`src/verilog/rtcc_pkg.sv`:
```
// Constants and types of the RTC control and event flag block
package rtcc_pkg;
  // ==========================================================
  // Bus widths
  localparam int ADDR_W = 8;
  localparam int DATA_W = 8;
  // ==========================================================
  // Register offsets
  localparam logic [7:0] OFF_SEC = 8'h00;
  localparam logic [7:0] OFF_ALM_SEC = 8'h01;
  localparam logic [7:0] OFF_MIN = 8'h02;
  localparam logic [7:0] OFF_ALM_MIN = 8'h03;
  localparam logic [7:0] OFF_HOUR = 8'h04;
  localparam logic [7:0] OFF_ALM_HOUR = 8'h05;
  localparam logic [7:0] OFF_DOW = 8'h06;
  localparam logic [7:0] OFF_DATE = 8'h07;
  localparam logic [7:0] OFF_MON = 8'h08;
  localparam logic [7:0] OFF_YEAR = 8'h09;
  localparam logic [7:0] OFF_RATE = 8'h0A;
  localparam logic [7:0] OFF_CONFIG = 8'h0B;
  localparam logic [7:0] OFF_FLAGS = 8'h0C;
  // ==========================================================
  // Values after reset
  localparam logic [7:0] CONFIG_RST = 8'h00;
  localparam logic [2:0] FLAGS_RST = 3'h0;
  localparam logic [3:0] RATE_RST = 4'h0;
  localparam logic [2:0] DOW_RST = 3'h1;
  localparam logic [4:0] DATE_RST = 5'h01;
  localparam logic [3:0] MON_RST = 4'h1;
  // ==========================================================
  // Calendar limits and conversion
  localparam logic [5:0] SEC_LAST = 6'h3B;
  localparam logic [4:0] HOUR_LAST = 5'h17;
  localparam logic [4:0] NOON = 5'h0C;
  localparam logic [2:0] DOW_LAST = 3'h7;
  localparam logic [3:0] MON_LAST = 4'hC;
  localparam logic [3:0] MON_FEB = 4'h2;
  localparam logic [6:0] YEAR_LAST = 7'h63;
  localparam logic [6:0] BCD_BASE = 7'h0A;
  localparam logic [4:0] DAYS_28 = 5'h1C;
  localparam logic [4:0] DAYS_29 = 5'h1D;
  localparam logic [4:0] DAYS_30 = 5'h1E;
  localparam logic [4:0] DAYS_31 = 5'h1F;
  // ==========================================================
  // Daylight saving points
  localparam logic [2:0] DST_SUNDAY = 3'h1;
  localparam logic [3:0] DST_SPRING_MON = 4'h4;
  localparam logic [3:0] DST_FALL_MON = 4'hA;
  localparam logic [4:0] DST_FIRST_WEEK_END = 5'h07;
  localparam logic [4:0] DST_LAST_WEEK_START = 5'h19;
  localparam logic [4:0] DST_HOUR = 5'h01;
  localparam logic [4:0] DST_SPRING_HOUR = 5'h03;
  // ==========================================================
  // Timing: one crystal period of the 32768 Hz time base
  localparam int CLK_PERIOD_NS = 25;
  localparam int XTAL_PERIOD_NS = 30518;
  localparam int TICK_CYCLES = XTAL_PERIOD_NS / CLK_PERIOD_NS;
  localparam int TICK_MAX = 4096;
  localparam int DIV_W = 15;
  localparam logic [3:0] TAP_LOW_CODES = 4'h3;
  localparam logic [3:0] TAP_LOW_ADD = 4'h5;
  localparam logic [3:0] TAP_HIGH_SUB = 4'h2;
  // ==========================================================
  // Types
  typedef enum logic [1:0] {
    ST_IDLE = 2'b00,
    ST_INC = 2'b01,
    ST_CHECK = 2'b10
  } rtcc_state_type;
  typedef struct packed {
    logic update_inhibit;
    logic periodic_irq_enable;
    logic alarm_irq_enable;
    logic update_done_irq_enable;
    logic square_wave_enable;
    logic data_mode;
    logic hour_format;
    logic daylight_saving_enable;
  } rtcc_cfg_type;
  typedef struct packed {
    logic periodic_flag;
    logic alarm_flag;
    logic update_done_flag;
  } rtcc_flags_type;
  typedef struct packed {
    logic [4:0] hour;
    logic [5:0] min;
    logic [5:0] sec;
  } rtcc_hms_type;
endpackage

```
`src/verilog/rtcc_core.sv`:
```
// RTC timekeeping, configuration register and event flag register
//
// Added by the designer: strobed register access.
`timescale 1ns/1ps
module rtcc_core #(
  parameter int TICK_CYCLES = rtcc_pkg::TICK_CYCLES
) (
  // Clock and reset
  input wire logic sys_clk_in,
  input wire logic rst_b_in,
  // Resume-well reset pin, asynchronous
  input wire logic resume_well_reset_n_in,
  // Register port
  input wire logic [rtcc_pkg::ADDR_W-1:0] reg_addr_in,
  input wire logic [rtcc_pkg::DATA_W-1:0] reg_wdata_in,
  input wire logic reg_wr_in,
  input wire logic reg_rd_in,
  output logic [rtcc_pkg::DATA_W-1:0] reg_rdata_out,
  // Interrupt
  output logic clock_interrupt_n_out
);
  import rtcc_pkg::*;

  // ==========================================================
  // Parameter check
  generate
    if (TICK_CYCLES < 1 || TICK_CYCLES > TICK_MAX) begin : g_bad
      $error("TICK_CYCLES out of range");
    end
  endgenerate

  // ==========================================================
  // Conversion functions
  // Binary value to register byte in binary or BCD
  function automatic logic [7:0] enc(input logic [6:0] v,
                                     input logic bin);
    logic [6:0] tens;
    logic [6:0] ones;
    tens = v / BCD_BASE;
    ones = 7'(v - 7'(tens * BCD_BASE));
    enc = bin ? {1'b0, v} : {tens[3:0], ones[3:0]};
  endfunction

  // Register byte in binary or BCD to binary value
  function automatic logic [6:0] dec(input logic [7:0] b,
                                     input logic bin);
    dec = bin ? b[6:0]
              : 7'(7'(b[7:4]) * BCD_BASE + 7'(b[3:0]));
  endfunction

  // Internal 24 hour value to hour byte
  function automatic logic [7:0] hr_rd(input logic [4:0] h,
                                       input rtcc_cfg_type c);
    logic [4:0] h12;
    logic [7:0] b;
    h12 = (h == 5'h00) ? NOON : ((h > NOON) ? 5'(h - NOON) : h);
    b = enc({2'b00, c.hour_format ? h : h12}, c.data_mode);
    hr_rd = c.hour_format ? b : {(h >= NOON), b[6:0]};
  endfunction

  // Hour byte to internal 24 hour value
  function automatic logic [4:0] hr_wr(input logic [7:0] b,
                                       input rtcc_cfg_type c);
    logic [4:0] raw;
    raw = 5'(dec({1'b0, b[6:0]}, c.data_mode));
    if (c.hour_format) begin
      hr_wr = raw;
    end else if (raw == NOON) begin
      hr_wr = b[7] ? NOON : 5'h00;
    end else begin
      hr_wr = b[7] ? 5'(raw + NOON) : raw;
    end
  endfunction

  // Days of a month
  function automatic logic [4:0] dim(input logic [3:0] m,
                                     input logic leap);
    case (m)
      MON_FEB: dim = leap ? DAYS_29 : DAYS_28;
      4'h4, 4'h6, 4'h9, 4'hB: dim = DAYS_30;
      default: dim = DAYS_31;
    endcase
  endfunction

  // Divider bit that a rate code taps
  function automatic logic [3:0] tap_idx(input logic [3:0] rs);
    tap_idx = (rs < TAP_LOW_CODES) ? 4'(rs + TAP_LOW_ADD)
                                   : 4'(rs - TAP_HIGH_SUB);
  endfunction

  // ==========================================================
  // State
  rtcc_cfg_type cfg_q, cfg_d;
  rtcc_flags_type flags_q, flags_d;
  rtcc_hms_type time_q, time_d, alm_q, alm_d, nt;
  rtcc_state_type state_q, state_d;
  logic [2:0] dow_q, dow_d, nd;
  logic [4:0] date_q, date_d, ndate;
  logic [3:0] mon_q, mon_d, nmon;
  logic [6:0] year_q, year_d, nyear;
  logic [3:0] rate_q, rate_d;
  logic [11:0] pre_q, pre_d;
  logic [DIV_W-1:0] div_q, div_d;
  logic [2:0] rsm_q;
  logic rsm_act_q;
  logic fall_done_q, fall_done_d, fall_set;
  logic [7:0] rdata_q, rdata_d, rd_mux;
  logic irq_n_q;

  // ==========================================================
  // Register port decode
  wire wr_cfg = reg_wr_in && reg_addr_in == OFF_CONFIG;
  wire rd_flags = reg_rd_in && reg_addr_in == OFF_FLAGS;
  wire wr_sec = reg_wr_in && reg_addr_in == OFF_SEC;
  wire wr_min = reg_wr_in && reg_addr_in == OFF_MIN;
  wire wr_hour = reg_wr_in && reg_addr_in == OFF_HOUR;
  wire wr_asec = reg_wr_in && reg_addr_in == OFF_ALM_SEC;
  wire wr_amin = reg_wr_in && reg_addr_in == OFF_ALM_MIN;
  wire wr_ahour = reg_wr_in && reg_addr_in == OFF_ALM_HOUR;
  wire wr_dow = reg_wr_in && reg_addr_in == OFF_DOW;
  wire wr_date = reg_wr_in && reg_addr_in == OFF_DATE;
  wire wr_mon = reg_wr_in && reg_addr_in == OFF_MON;
  wire wr_year = reg_wr_in && reg_addr_in == OFF_YEAR;
  wire wr_rate = reg_wr_in && reg_addr_in == OFF_RATE;
  // Write data in the current data mode
  wire [6:0] wval = dec(reg_wdata_in, cfg_q.data_mode);
  wire [4:0] whour = hr_wr(reg_wdata_in, cfg_q);

  // ==========================================================
  // Resume-well reset pin synchroniser, asserted when low
  wire rsm_act = rsm_act_q;

  // ==========================================================
  // Time base: crystal tick prescaler and 15 stage divider
  wire xtick = pre_q == 12'(TICK_CYCLES - 1);
  assign pre_d = xtick ? 12'h000 : 12'(pre_q + 12'h001);
  assign div_d = xtick ? DIV_W'(div_q + 1'b1) : div_q;
  wire sec_tick = xtick && (&div_q);
  // Periodic tap rising edge; code zero taps nothing
  wire [3:0] tap = tap_idx(rate_q);
  wire pf_set = xtick && rate_q != 4'h0
                && div_d[tap] && !div_q[tap];

  // ==========================================================
  // Update cycle sequencing
  wire upd = state_q == ST_INC && !cfg_q.update_inhibit;
  wire done = state_q == ST_CHECK && !cfg_q.update_inhibit;
  wire alm_hit = alm_q == time_q;
  wire af_set = done && alm_hit;
  wire uf_set = done;
  // Idle waits for the second; inhibit aborts the cycle
  always_comb begin
    case (state_q)
      ST_IDLE:
        state_d = (sec_tick && !cfg_q.update_inhibit) ? ST_INC
                                                       : ST_IDLE;
      ST_INC:
        state_d = cfg_q.update_inhibit ? ST_IDLE : ST_CHECK;
      ST_CHECK:
        state_d = ST_IDLE;
      default:
        state_d = ST_IDLE;
    endcase
  end

  // ==========================================================
  // Daylight saving conditions
  wire at_159 = time_q.hour == DST_HOUR && time_q.min == SEC_LAST
                && time_q.sec == SEC_LAST;
  wire spring = cfg_q.daylight_saving_enable
                && mon_q == DST_SPRING_MON && dow_q == DST_SUNDAY
                && date_q <= DST_FIRST_WEEK_END && at_159;
  wire fall = cfg_q.daylight_saving_enable
              && mon_q == DST_FALL_MON && dow_q == DST_SUNDAY
              && date_q >= DST_LAST_WEEK_START && at_159
              && !fall_done_q;
  wire leap = year_q[1:0] == 2'b00;

  // Next time and date of one update
  always_comb begin
    nt = time_q;
    nd = dow_q;
    ndate = date_q;
    nmon = mon_q;
    nyear = year_q;
    fall_set = 1'b0;
    if (spring) begin
      nt.hour = DST_SPRING_HOUR;
      nt.min = 6'h00;
      nt.sec = 6'h00;
    end else if (fall) begin
      nt.min = 6'h00;
      nt.sec = 6'h00;
      fall_set = 1'b1;
    end else if (time_q.sec != SEC_LAST) begin
      nt.sec = 6'(time_q.sec + 6'h01);
    end else begin
      nt.sec = 6'h00;
      if (time_q.min != SEC_LAST) begin
        nt.min = 6'(time_q.min + 6'h01);
      end else begin
        nt.min = 6'h00;
        if (time_q.hour != HOUR_LAST) begin
          nt.hour = 5'(time_q.hour + 5'h01);
        end else begin
          nt.hour = 5'h00;
          nd = (dow_q == DOW_LAST) ? 3'h1 : 3'(dow_q + 3'h1);
          if (date_q != dim(mon_q, leap)) begin
            ndate = 5'(date_q + 5'h01);
          end else begin
            ndate = 5'h01;
            if (mon_q != MON_LAST) begin
              nmon = 4'(mon_q + 4'h1);
            end else begin
              nmon = 4'h1;
              nyear = (year_q == YEAR_LAST) ? 7'h00
                                            : 7'(year_q + 7'h01);
            end
          end
        end
      end
    end
  end

  // ==========================================================
  // Time, alarm and calendar next values; software write wins
  assign time_d.sec = wr_sec ? 6'(wval) : (upd ? nt.sec : time_q.sec);
  assign time_d.min = wr_min ? 6'(wval) : (upd ? nt.min : time_q.min);
  assign time_d.hour = wr_hour ? whour
                               : (upd ? nt.hour : time_q.hour);
  assign alm_d.sec = wr_asec ? 6'(wval) : alm_q.sec;
  assign alm_d.min = wr_amin ? 6'(wval) : alm_q.min;
  assign alm_d.hour = wr_ahour ? whour : alm_q.hour;
  assign dow_d = wr_dow ? 3'(wval) : (upd ? nd : dow_q);
  assign date_d = wr_date ? 5'(wval) : (upd ? ndate : date_q);
  assign mon_d = wr_mon ? 4'(wval) : (upd ? nmon : mon_q);
  assign year_d = wr_year ? wval : (upd ? nyear : year_q);
  assign rate_d = wr_rate ? reg_wdata_in[3:0] : rate_q;
  // Autumn adjustment happens once; a new day re-arms it
  assign fall_done_d = (upd && fall_set) ? 1'b1
                     : ((upd && ndate != date_q) ? 1'b0 : fall_done_q);

  // ==========================================================
  // Configuration register; resume reset clears the interrupt and square wave enables
  always_comb begin
    cfg_d = wr_cfg ? rtcc_cfg_type'(reg_wdata_in) : cfg_q;
    if (rsm_act) begin
      cfg_d.periodic_irq_enable = 1'b0;
      cfg_d.alarm_irq_enable = 1'b0;
      cfg_d.update_done_irq_enable = 1'b0;
      cfg_d.square_wave_enable = 1'b0;
    end
  end

  // ==========================================================
  // Event flags: a new event wins over the read clear
  wire clr = rd_flags;
  assign flags_d.periodic_flag = !rsm_act
    && (pf_set || (flags_q.periodic_flag && !clr));
  assign flags_d.alarm_flag = !rsm_act
    && (af_set || (flags_q.alarm_flag && !clr));
  assign flags_d.update_done_flag = !rsm_act
    && (uf_set || (flags_q.update_done_flag && !clr));

  // Combined request; the update alias equals its enable
  function automatic logic interrupt_request_flag(input rtcc_flags_type f,
                                input rtcc_cfg_type c);
    logic update_done_enable_alias;
    update_done_enable_alias = c.update_done_irq_enable;
    interrupt_request_flag = (f.periodic_flag && c.periodic_irq_enable)
         || (f.alarm_flag && c.alarm_irq_enable)
         || (f.update_done_flag && update_done_enable_alias);
  endfunction
  wire irq_now = interrupt_request_flag(flags_q, cfg_q);

  // ==========================================================
  // Read data multiplexer; unmapped addresses read zero
  always_comb begin
    case (reg_addr_in)
      OFF_SEC: rd_mux = enc({1'b0, time_q.sec}, cfg_q.data_mode);
      OFF_MIN: rd_mux = enc({1'b0, time_q.min}, cfg_q.data_mode);
      OFF_HOUR: rd_mux = hr_rd(time_q.hour, cfg_q);
      OFF_ALM_SEC: rd_mux = enc({1'b0, alm_q.sec}, cfg_q.data_mode);
      OFF_ALM_MIN: rd_mux = enc({1'b0, alm_q.min}, cfg_q.data_mode);
      OFF_ALM_HOUR: rd_mux = hr_rd(alm_q.hour, cfg_q);
      OFF_DOW: rd_mux = enc({4'h0, dow_q}, cfg_q.data_mode);
      OFF_DATE: rd_mux = enc({2'b00, date_q}, cfg_q.data_mode);
      OFF_MON: rd_mux = enc({3'b000, mon_q}, cfg_q.data_mode);
      OFF_YEAR: rd_mux = enc(year_q, cfg_q.data_mode);
      OFF_RATE: rd_mux = {4'h0, rate_q};
      OFF_CONFIG: rd_mux = cfg_q;
      OFF_FLAGS: rd_mux = {irq_now, flags_q, 4'h0};
      default: rd_mux = 8'h00;
    endcase
  end
  assign rdata_d = reg_rd_in ? rd_mux : 8'h00;

  // ==========================================================
  // Resume reset pin: three stages, acts when last two agree
  always_ff @(posedge sys_clk_in or negedge rst_b_in) begin
    if (!rst_b_in) begin
      rsm_q <= 3'h7;
      rsm_act_q <= 1'b0;
    end else begin
      rsm_q <= {rsm_q[1:0], resume_well_reset_n_in};
      if (rsm_q[2] == rsm_q[1]) begin
        rsm_act_q <= !rsm_q[1];
      end
    end
  end

  // Control and flag registers
  always_ff @(posedge sys_clk_in or negedge rst_b_in) begin
    if (!rst_b_in) begin
      cfg_q <= rtcc_cfg_type'(CONFIG_RST);
      flags_q <= rtcc_flags_type'(FLAGS_RST);
      rate_q <= RATE_RST;
      state_q <= ST_IDLE;
      rdata_q <= 8'h00;
      irq_n_q <= 1'b1;
    end else begin
      cfg_q <= cfg_d;
      flags_q <= flags_d;
      rate_q <= rate_d;
      state_q <= state_d;
      rdata_q <= rdata_d;
      irq_n_q <= !interrupt_request_flag(flags_d, cfg_d);
    end
  end

  // Time base and timekeeping registers
  always_ff @(posedge sys_clk_in or negedge rst_b_in) begin
    if (!rst_b_in) begin
      pre_q <= 12'h000;
      div_q <= '0;
      time_q <= '0;
      alm_q <= '0;
      dow_q <= DOW_RST;
      date_q <= DATE_RST;
      mon_q <= MON_RST;
      year_q <= 7'h00;
      fall_done_q <= 1'b0;
    end else begin
      pre_q <= pre_d;
      div_q <= div_d;
      time_q <= time_d;
      alm_q <= alm_d;
      dow_q <= dow_d;
      date_q <= date_d;
      mon_q <= mon_d;
      year_q <= year_d;
      fall_done_q <= fall_done_d;
    end
  end

  assign reg_rdata_out = rdata_q;
  assign clock_interrupt_n_out = irq_n_q;
endmodule

```
`config.mk`:
```
export PLATFORM = sky130hd
export DESIGN_NAME = rtcc_core
export DESIGN_NICKNAME = d
export VERILOG_FILES = /design/src/verilog/rtcc_pkg.sv /design/src/verilog/rtcc_core.sv
export SDC_FILE = /design/constraint.sdc
export NUM_CORES = 1
export LEC_CHECK = 0
export BUFFER_PORTS_ARGS = -buffer_cell sky130_fd_sc_hd__buf_2
export CAP_MARGIN = 20
export CORE_AREA = 2 2 146 148
export CTS_BUF_LIST = sky130_fd_sc_hd__clkbuf_8
export CTS_CLUSTER_DIAMETER = 100
export DETAILED_ROUTE_END_ITERATION = 10
export DIE_AREA = 0 0 148 150
export PLACE_DENSITY_LB_ADDON = 0.12
export SLEW_MARGIN = 0
export SYNTH_ARGS = -nofsm -noshare
export SYNTH_HDL_FRONTEND = slang
export SYNTH_SLANG_ARGS = --single-unit
```
`constraint.sdc`:
```
create_clock -name sys_clk_in -period 13.98 [get_ports sys_clk_in]
set_clock_uncertainty 0.05 [all_clocks]
set_input_delay 1.398 -clock sys_clk_in [delete_from_list [all_inputs] [get_ports sys_clk_in]]
set_output_delay 1.398 -clock sys_clk_in [all_outputs]
set_load 0.05 [all_outputs]
```
==> metrics.txt, run 1 <==
status=completed; global placement routability congestion=slightly below 1; area leader, netlist=dfrtp_1; HPWL Detailed=22200 um; area grow syn2layout=4.75%; CP peak stage delay=~0.48 ns; Core ar.=20700 sq um; crit-path max FO=7; Reg area=~2800 sq um; min-delay worst type=flop to flop; initial antenna violation count=2; CTS resizes=0; Synth async-reset ratio=1.00; Buffers on Ports=29; Worst EP required=approximately 14 ns; Slew Limit Fails=0; top-count cell post-synth=nand2_1; I/O Pins=30; fmax=191 MHz; Slew HR=0.266; synth top area cells=dfrtp_1 26%, ha_1 9.6%, o21ai_0 4.9%; initial cell density of the core=0.480; unrepaired setup endpoints after global routing=no; buffer depth of the longest clock path=2; post-CTS setup buffers=0; std cell rows=53; vias per cell=just over 6; worst setup margin=just under 9 ns; routed wire length=roughly 30000 um; Clk pin slew, worst setup/hold paths=0.13 ns; CP Capture Type=flop; Crit Path Category=flop to flop; final hold vios=0; die area=~22000 sq um; drt wl/cell=between 20 and 25 um; CTS Buf Count=9; clock root buffer=clkbuf_8; number of synthesized flops with an enable pin=0; Slew @ Worst Pin=~1.1 ns; die width=around 150 um; hold buffers post-CTS=0; global-route wire length before repair=about 47000 um; First DRT Iteration DRCs=between 900 and 1000; most used cell, CP=ha_1; Vias=9061; Most used DFF post-synth=dfrtp_1; Syn Nets=between 1000 and 1500; flops & latches, synth=111; synth unique cells=100; pre-CTS setup slack=8.77 ns; Tcrit/Tclk final=0.374; drt pass-1 iters=6; Yosys warning total=0; Synth top cells by count=128 x nand2_1, 104 x dfrtp_1, 97 x o21ai_0; Setup-failing EPs final=0; max cap viols=0; H-tree depth=3; pwr dens=between 70 and 80 nW/um^2; Final min period=approximately 5.2 ns; vias in the first global route=8358; CTS tree=built; Avg Cell Area, Syn=around 8.3 sq um; die height=150 um; crit start category=flop; slowest CP cell=dfrtp_1; Multi-input gate area=6550 sq um; pin count of the biggest net entering global routing=71; Critical Path AT=approximately 5.5 ns; Skew-Pair Late Insertion Delay=about 0.42 ns; global route overflow=0; total power=814 uW; Leakage=roughly 4.3 nW; Seq/Total Area, Yosys=0.281; # fillers=~2000; Setup TNS=0 ns; post-synthesis cell area=about 10000 sq um; Synth top area share=0.262; Nets=1285; fraction of layout cells with a size suffix above 1=0.0878; post-route ant nets=0; Total GRT Usage=0.276; clock sinks=between 100 and 150; Cells after Synth=between 1000 and 1500; DRC=0; VDD IR-drop max=~53 uV
per-layer routing:
metal  vias up  global-route usage  routed length, um
li1       4311                   -                  -
met1      4359               0.403              14000
met2       334               0.404              12600
met3        57              0.0497               2210
met4         0               0.108               1020
met5         -                   0                  0
final cells by class:
class,count,area share
Antenna cell,3,0.000722
Clock buffer,9,0.0119
Clock inverter,7,0.00891
Inverter,75,0.0271
Multi-Input combinational cell,945,0.630
Sequential cell,111,0.268
Tap cell,275,0.0331
Timing Repair Buffer,37,0.0200
path summary, 6_finish.rpt:
kind,cells after the start,end,from,slack [ns]
max,25,reg_rdata_out[2],alm_q[14],8.75
min reg2reg,0,rsm_q[1],rsm_q[0],0.32
min,0,rsm_q[1],rsm_q[0],0.32
min in group asynchronous,1,pre_q[11],rst_b_in,0.90
max in group asynchronous,2,alm_q[2],rst_b_in,11.64
max reg2reg,25,reg_rdata_out[2],alm_q[14],8.75
cells in the final DEF, fill, tap and decap left out, types with 8 or more instances in the layout:
cell / netlist / layout
xnor2_1: 39 / 39
and3_1: 15 / 15
clkbuf_8: 0 / 9
fa_1: 9 / 9
o22ai_1: 19 / 19
inv_1: 74 / 74
o21ai_0: 97 / 96
dfrtp_1: 104 / 104
mux2i_1: 18 / 18
nor3_1: 22 / 22
a221oi_1: 9 / 9
xor2_1: 22 / 22
nand4_1: 19 / 19
nor4_1: 13 / 12
mux2_2: 15 / 15
or3_1: 8 / 8
o211ai_1: 13 / 13
buf_2: 20 / 28
and2_1: 8 / 8
a21oi_1: 54 / 54
nor2b_1: 16 / 16
a31oi_1: 14 / 14
ha_1: 76 / 76
nor3b_1: 9 / 9
a22oi_1: 8 / 8
buf_4: 2 / 9
nand2b_1: 21 / 21
a211oi_1: 12 / 12
nand3_1: 37 / 37
nand2_1: 128 / 128
nor2_1: 91 / 91
kinds of logic after synthesis:
family,count (synthesis),share of synthesized area
multiplexers,34,0.0374
AO/OA/AOI/OAI,321,0.216
buffers and inverters,141,0.0596
XOR/XNOR,62,0.0555
AND/OR/NAND/NOR,441,0.235
adder cells (fa/ha/maj),87,0.116
flip-flops,111,0.281
sequential cells by signal, summed over array words and instances (netlist names), 4 cells and up:
signal	cells
time_q	17
date_q	5
reg_rdata_out	8
rate_q	4
div_q	15
mon_q	4
year_q	7
alm_q	17
cfg_q	8
pre_q	12
critical path, delay by kind of cell, from the launching register on:
kind	cells	cell delay (ns)
flops	1	0.48
simple gates	4	0.58
compound gates	9	1.72
buf+inv	4	0.38
fa+ha+maj	6	1.53
mux	2	0.38
metrics by stage:
stage	hold slack, ns	cells	utilization	cell area [sq um]
final	0.317	1462	0.502	10400
after global routing	0.319	1460	0.502	10400
after CTS	0.318	1459	0.502	10400
after detailed placement	0.298	1443	0.492	10200
after global placement	0.297	1443	0.492	10200
after floorplan	0.295	1197	-	9920
report_power, final:
group / switching [mW] / leakage (nW) / internal, mW / total [mW]
Clock: 0.140 / 0.103 / 0.0737 / 0.214
Combinational: 0.145 / 2.75 / 0.0907 / 0.236
Sequential: 0.0322 / 1.44 / 0.332 / 0.365
No activity file was read; power rests on OpenSTA's default activity.
==> run 2: changes to the inputs <==
--- a/config.mk
+++ b/config.mk
@@ -5,13 +5,14 @@
 export SDC_FILE = /design/constraint.sdc
 export NUM_CORES = 1
 export LEC_CHECK = 0
+export ABC_AREA = 1
 export BUFFER_PORTS_ARGS = -buffer_cell sky130_fd_sc_hd__buf_2
 export CAP_MARGIN = 20
-export CORE_AREA = 2 2 146 148
+export CORE_AREA = 2 2 148 150
 export CTS_BUF_LIST = sky130_fd_sc_hd__clkbuf_8
 export CTS_CLUSTER_DIAMETER = 100
 export DETAILED_ROUTE_END_ITERATION = 10
-export DIE_AREA = 0 0 148 150
+export DIE_AREA = 0 0 150 152
 export PLACE_DENSITY_LB_ADDON = 0.12
 export SLEW_MARGIN = 0
 export SYNTH_ARGS = -nofsm -noshare
==> constraint.sdc (replaced) <==
create_clock -name sys_clk_in -period 4.5 [get_ports sys_clk_in]
set_clock_uncertainty 0.05 [all_clocks]
set_input_delay 0.45 -clock sys_clk_in [delete_from_list [all_inputs] [get_ports sys_clk_in]]
set_output_delay 0.45 -clock sys_clk_in [all_outputs]
set_load 0.05 [all_outputs]
==> metrics.txt, run 2 <==
total power=2.65 mW (+230%); R2R setup slack=0.42 ns (-8.32 ns); Slew Limit Fails=0 (unchanged); Seq/Total Area, Yosys=0.271 (-0.00951); Clk pin slew, worst setup/hold paths=0.12 ns (about the same); Yosys warning total=0 (unchanged); Nets=1565 (+22%); initial cell density of the core=0.481 (+0.00145); WHS Endpoint=rsm_q[0]; Final min period=4.08 ns (-1.16 ns); # fillers=2218 (+8.1%); crit-path max FO=5 (-2); pwr dens=243 nW/um^2 (+210%); area leader, netlist=dfrtp_1; fmax=245 MHz (+28%); Synth top cells by count=294 x nand2_1, 216 x inv_1, 105 x nor2_1; vias in the first global route=9330 (+12%); vias per cell=5.55 (-10%); die height=152 um (+1.3%); Vias=9674 (+6.8%); Worst EP required=4.74 ns (-9.49 ns); Core Util, Final=0.512 (+0.00924); Critical Path AT=4.32 ns (-1.16 ns); post-route ant nets=0 (unchanged); VDD IR-drop max=137 uV (+160%); Avg Cell Area, Syn=7.19 sq um (-13%); synth top area cells=dfrtp_1 25%, nand2_1 11%, ha_1 9.3%; First DRT Iteration DRCs=802 (-13%); initial antenna violation count=0 (-2); std cell rows=54 (+1.9%); commonest non-fill, non-tap cell in the layout=nand2_1; Tcrit/Tclk final=0.906 (+0.532); biggest regs=alm_q: 17 flops, time_q: 17 flops, div_q: 15 flops; Slew HR=0.285 (+0.0193); routed wire length=30600 um (+2.7%); max cap viols=0 (unchanged); crit start category=flop; number of synthesized flops with an enable pin=0 (unchanged); hold_sp=resume_well_reset_n_in; final hold vios=0 (unchanged); Placed Instance Area=10700 sq um (+5.0%); Final Non-Filler Cells=1744 (+19%); post-synthesis cell area=10300 sq um (+3.5%); clock root buffer=clkbuf_8; Buffers on Ports=29 (unchanged); Crit Path Category=flop to flop; pin count of the biggest net entering global routing=46 (-35%); fraction of layout cells with a size suffix above 1=0.136 (+0.0481); Finished Cell Area=10900 sq um (+5.1%); Multi-input gate area=6410 sq um (-2.1%); ANT cells=0 (-3); global-route wire length before repair=49900 um (+5.2%); Syn Nets=1535 (+18%); drt wl/cell=17.6 um (-14%); HPWL Detailed=23800 um (+7.3%); CP peak stage delay=0.44 ns (-0.04 ns); top-count cell post-synth=nand2_1; CTS Buf Count=9 (unchanged); min-delay worst type=primary input to flop; drt pass-1 iters=5 (-1); worst setup margin=0.422 ns (-8.32 ns); reg2reg end=reg_rdata_out[2]; Reg area=2790 sq um (unchanged); most used cell, CP=nand2_1; buffer depth of the longest clock path=2 (unchanged); Core ar.=21400 sq um (+3.2%); status=completed; clock sinks=111 (unchanged); FF-to-FF Start=alm_q[14]; Inst Count DP=1723 (+19%); slowest CP cell=dfrtp_1; global placement routability congestion=0.950 (-2.0%); Setup-failing EPs final=0 (unchanged); R2R cell count=30 (+20%); Synth async-reset ratio=1.00 (unchanged); Synth top area share=0.253 (-0.00888); commonest cells after routing, fill and taps aside=294 x nand2_1, 215 x inv_1, 104 x dfrtp_1, 103 x nand3_1, 103 x nor2_1; I/O Pins=30 (unchanged); H-tree depth=3 (unchanged); Leakage=5.37 nW (+25%); Most used DFF post-synth=dfrtp_1; CTS tree=built; pre-CTS setup slack=0.299 ns (-8.47 ns); Slew @ Worst Pin=1.07 ns (-0.0198 ns); die area=22800 sq um (+2.7%); CP Capture Type=flop; Skew-Pair Late Insertion Delay=0.41 ns (about the same); Total GRT Usage=0.278 (+0.00228); flops & latches, synth=111 (unchanged); area grow syn2layout=6.36%; worst hold path depth=1 (+1); Cells after Synth=1429 (+19%); global route overflow=0 (unchanged); die width=150 um (+1.4%); DRC=0 (unchanged); synth unique cells=70 (-30%)
## run 2: power by group
part / internal [mW] / total [mW] / switching, mW
logic: 0.321 / 0.912 / 0.591
clock network: 0.211 / 0.621 / 0.410
registers: 1.04 / 1.12 / 0.0796
## run 2: worst max-delay path by stage
stage                     startpoint                to  slack (ns)  cells after the start
after detailed placement   alm_q[14]  reg_rdata_out[2]        0.30                     30
after global routing       alm_q[15]  reg_rdata_out[2]       -0.02                     30
after global placement     alm_q[14]  reg_rdata_out[2]        0.42                     30
after CTS                  alm_q[14]  reg_rdata_out[2]        0.28                     30
final                      alm_q[14]  reg_rdata_out[2]        0.42                     30
after floorplan            alm_q[14]  reg_rdata_out[2]        0.77                     30
## run 2: layout make-up
type | instances | share of cell area
Clock buffer | 9 | 0.0113
Inverter | 247 | 0.0864
Tap cell | 280 | 0.0321
Timing Repair Buffer | 42 | 0.0227
Multi-Input combinational cell | 1048 | 0.587
Sequential cell | 111 | 0.255
Clock inverter | 7 | 0.00561
## run 2: kinds of logic (layout without fill, tap and decap cells)
| logic type | count (synthesis) | in the layout | share of synthesized area |
|---|---|---|---|
| DFF | 111 | 111 | 0.271 |
| adders and majority gates | 85 | 85 | 0.110 |
| and+or+nand+nor | 643 | 643 | 0.302 |
| AOI/OAI and AO/OA | 269 | 269 | 0.165 |
| buffers and inverters | 270 | 305 | 0.106 |
| xor gates and xnor gates | 51 | 51 | 0.0448 |
## run 2: worst max-delay path: cells and delay by family, from the launching register on
kind / cells / cell delay (ns)
adders and majority gates: 5 / 1.18
and+or+nand+nor: 14 / 1.17
AOI/OAI and AO/OA: 5 / 0.78
DFF: 1 / 0.44
buffers and inverters: 6 / 0.35
## run 2: layer usage
layer	vias up	GRT usage	wire length, um
li1	4782	-	-
met1	4553	0.388	13800
met2	284	0.435	13900
met3	55	0.0489	2010
met4	0	0.0952	954
met5	-	0	0
## run 2: timing repair
item	in CTS	in global routing
gates resized for setup	0	7
hold buffers	1	0
endpoints found under the setup margin	0	2
setup buffers	0	4
endpoints found under the hold margin	23	0
## run 2: stage by stage
step / hold slack (ns) / TNS, ns
4_1_cts: 0.0598 / 0
2_1_floorplan: 0.104 / 0
3_3_place_gp: 0.296 / 0
3_5_place_dp: 0.298 / 0
6_report: 0.0741 / 0
5_1_grt: 0.0522 / -0.0158
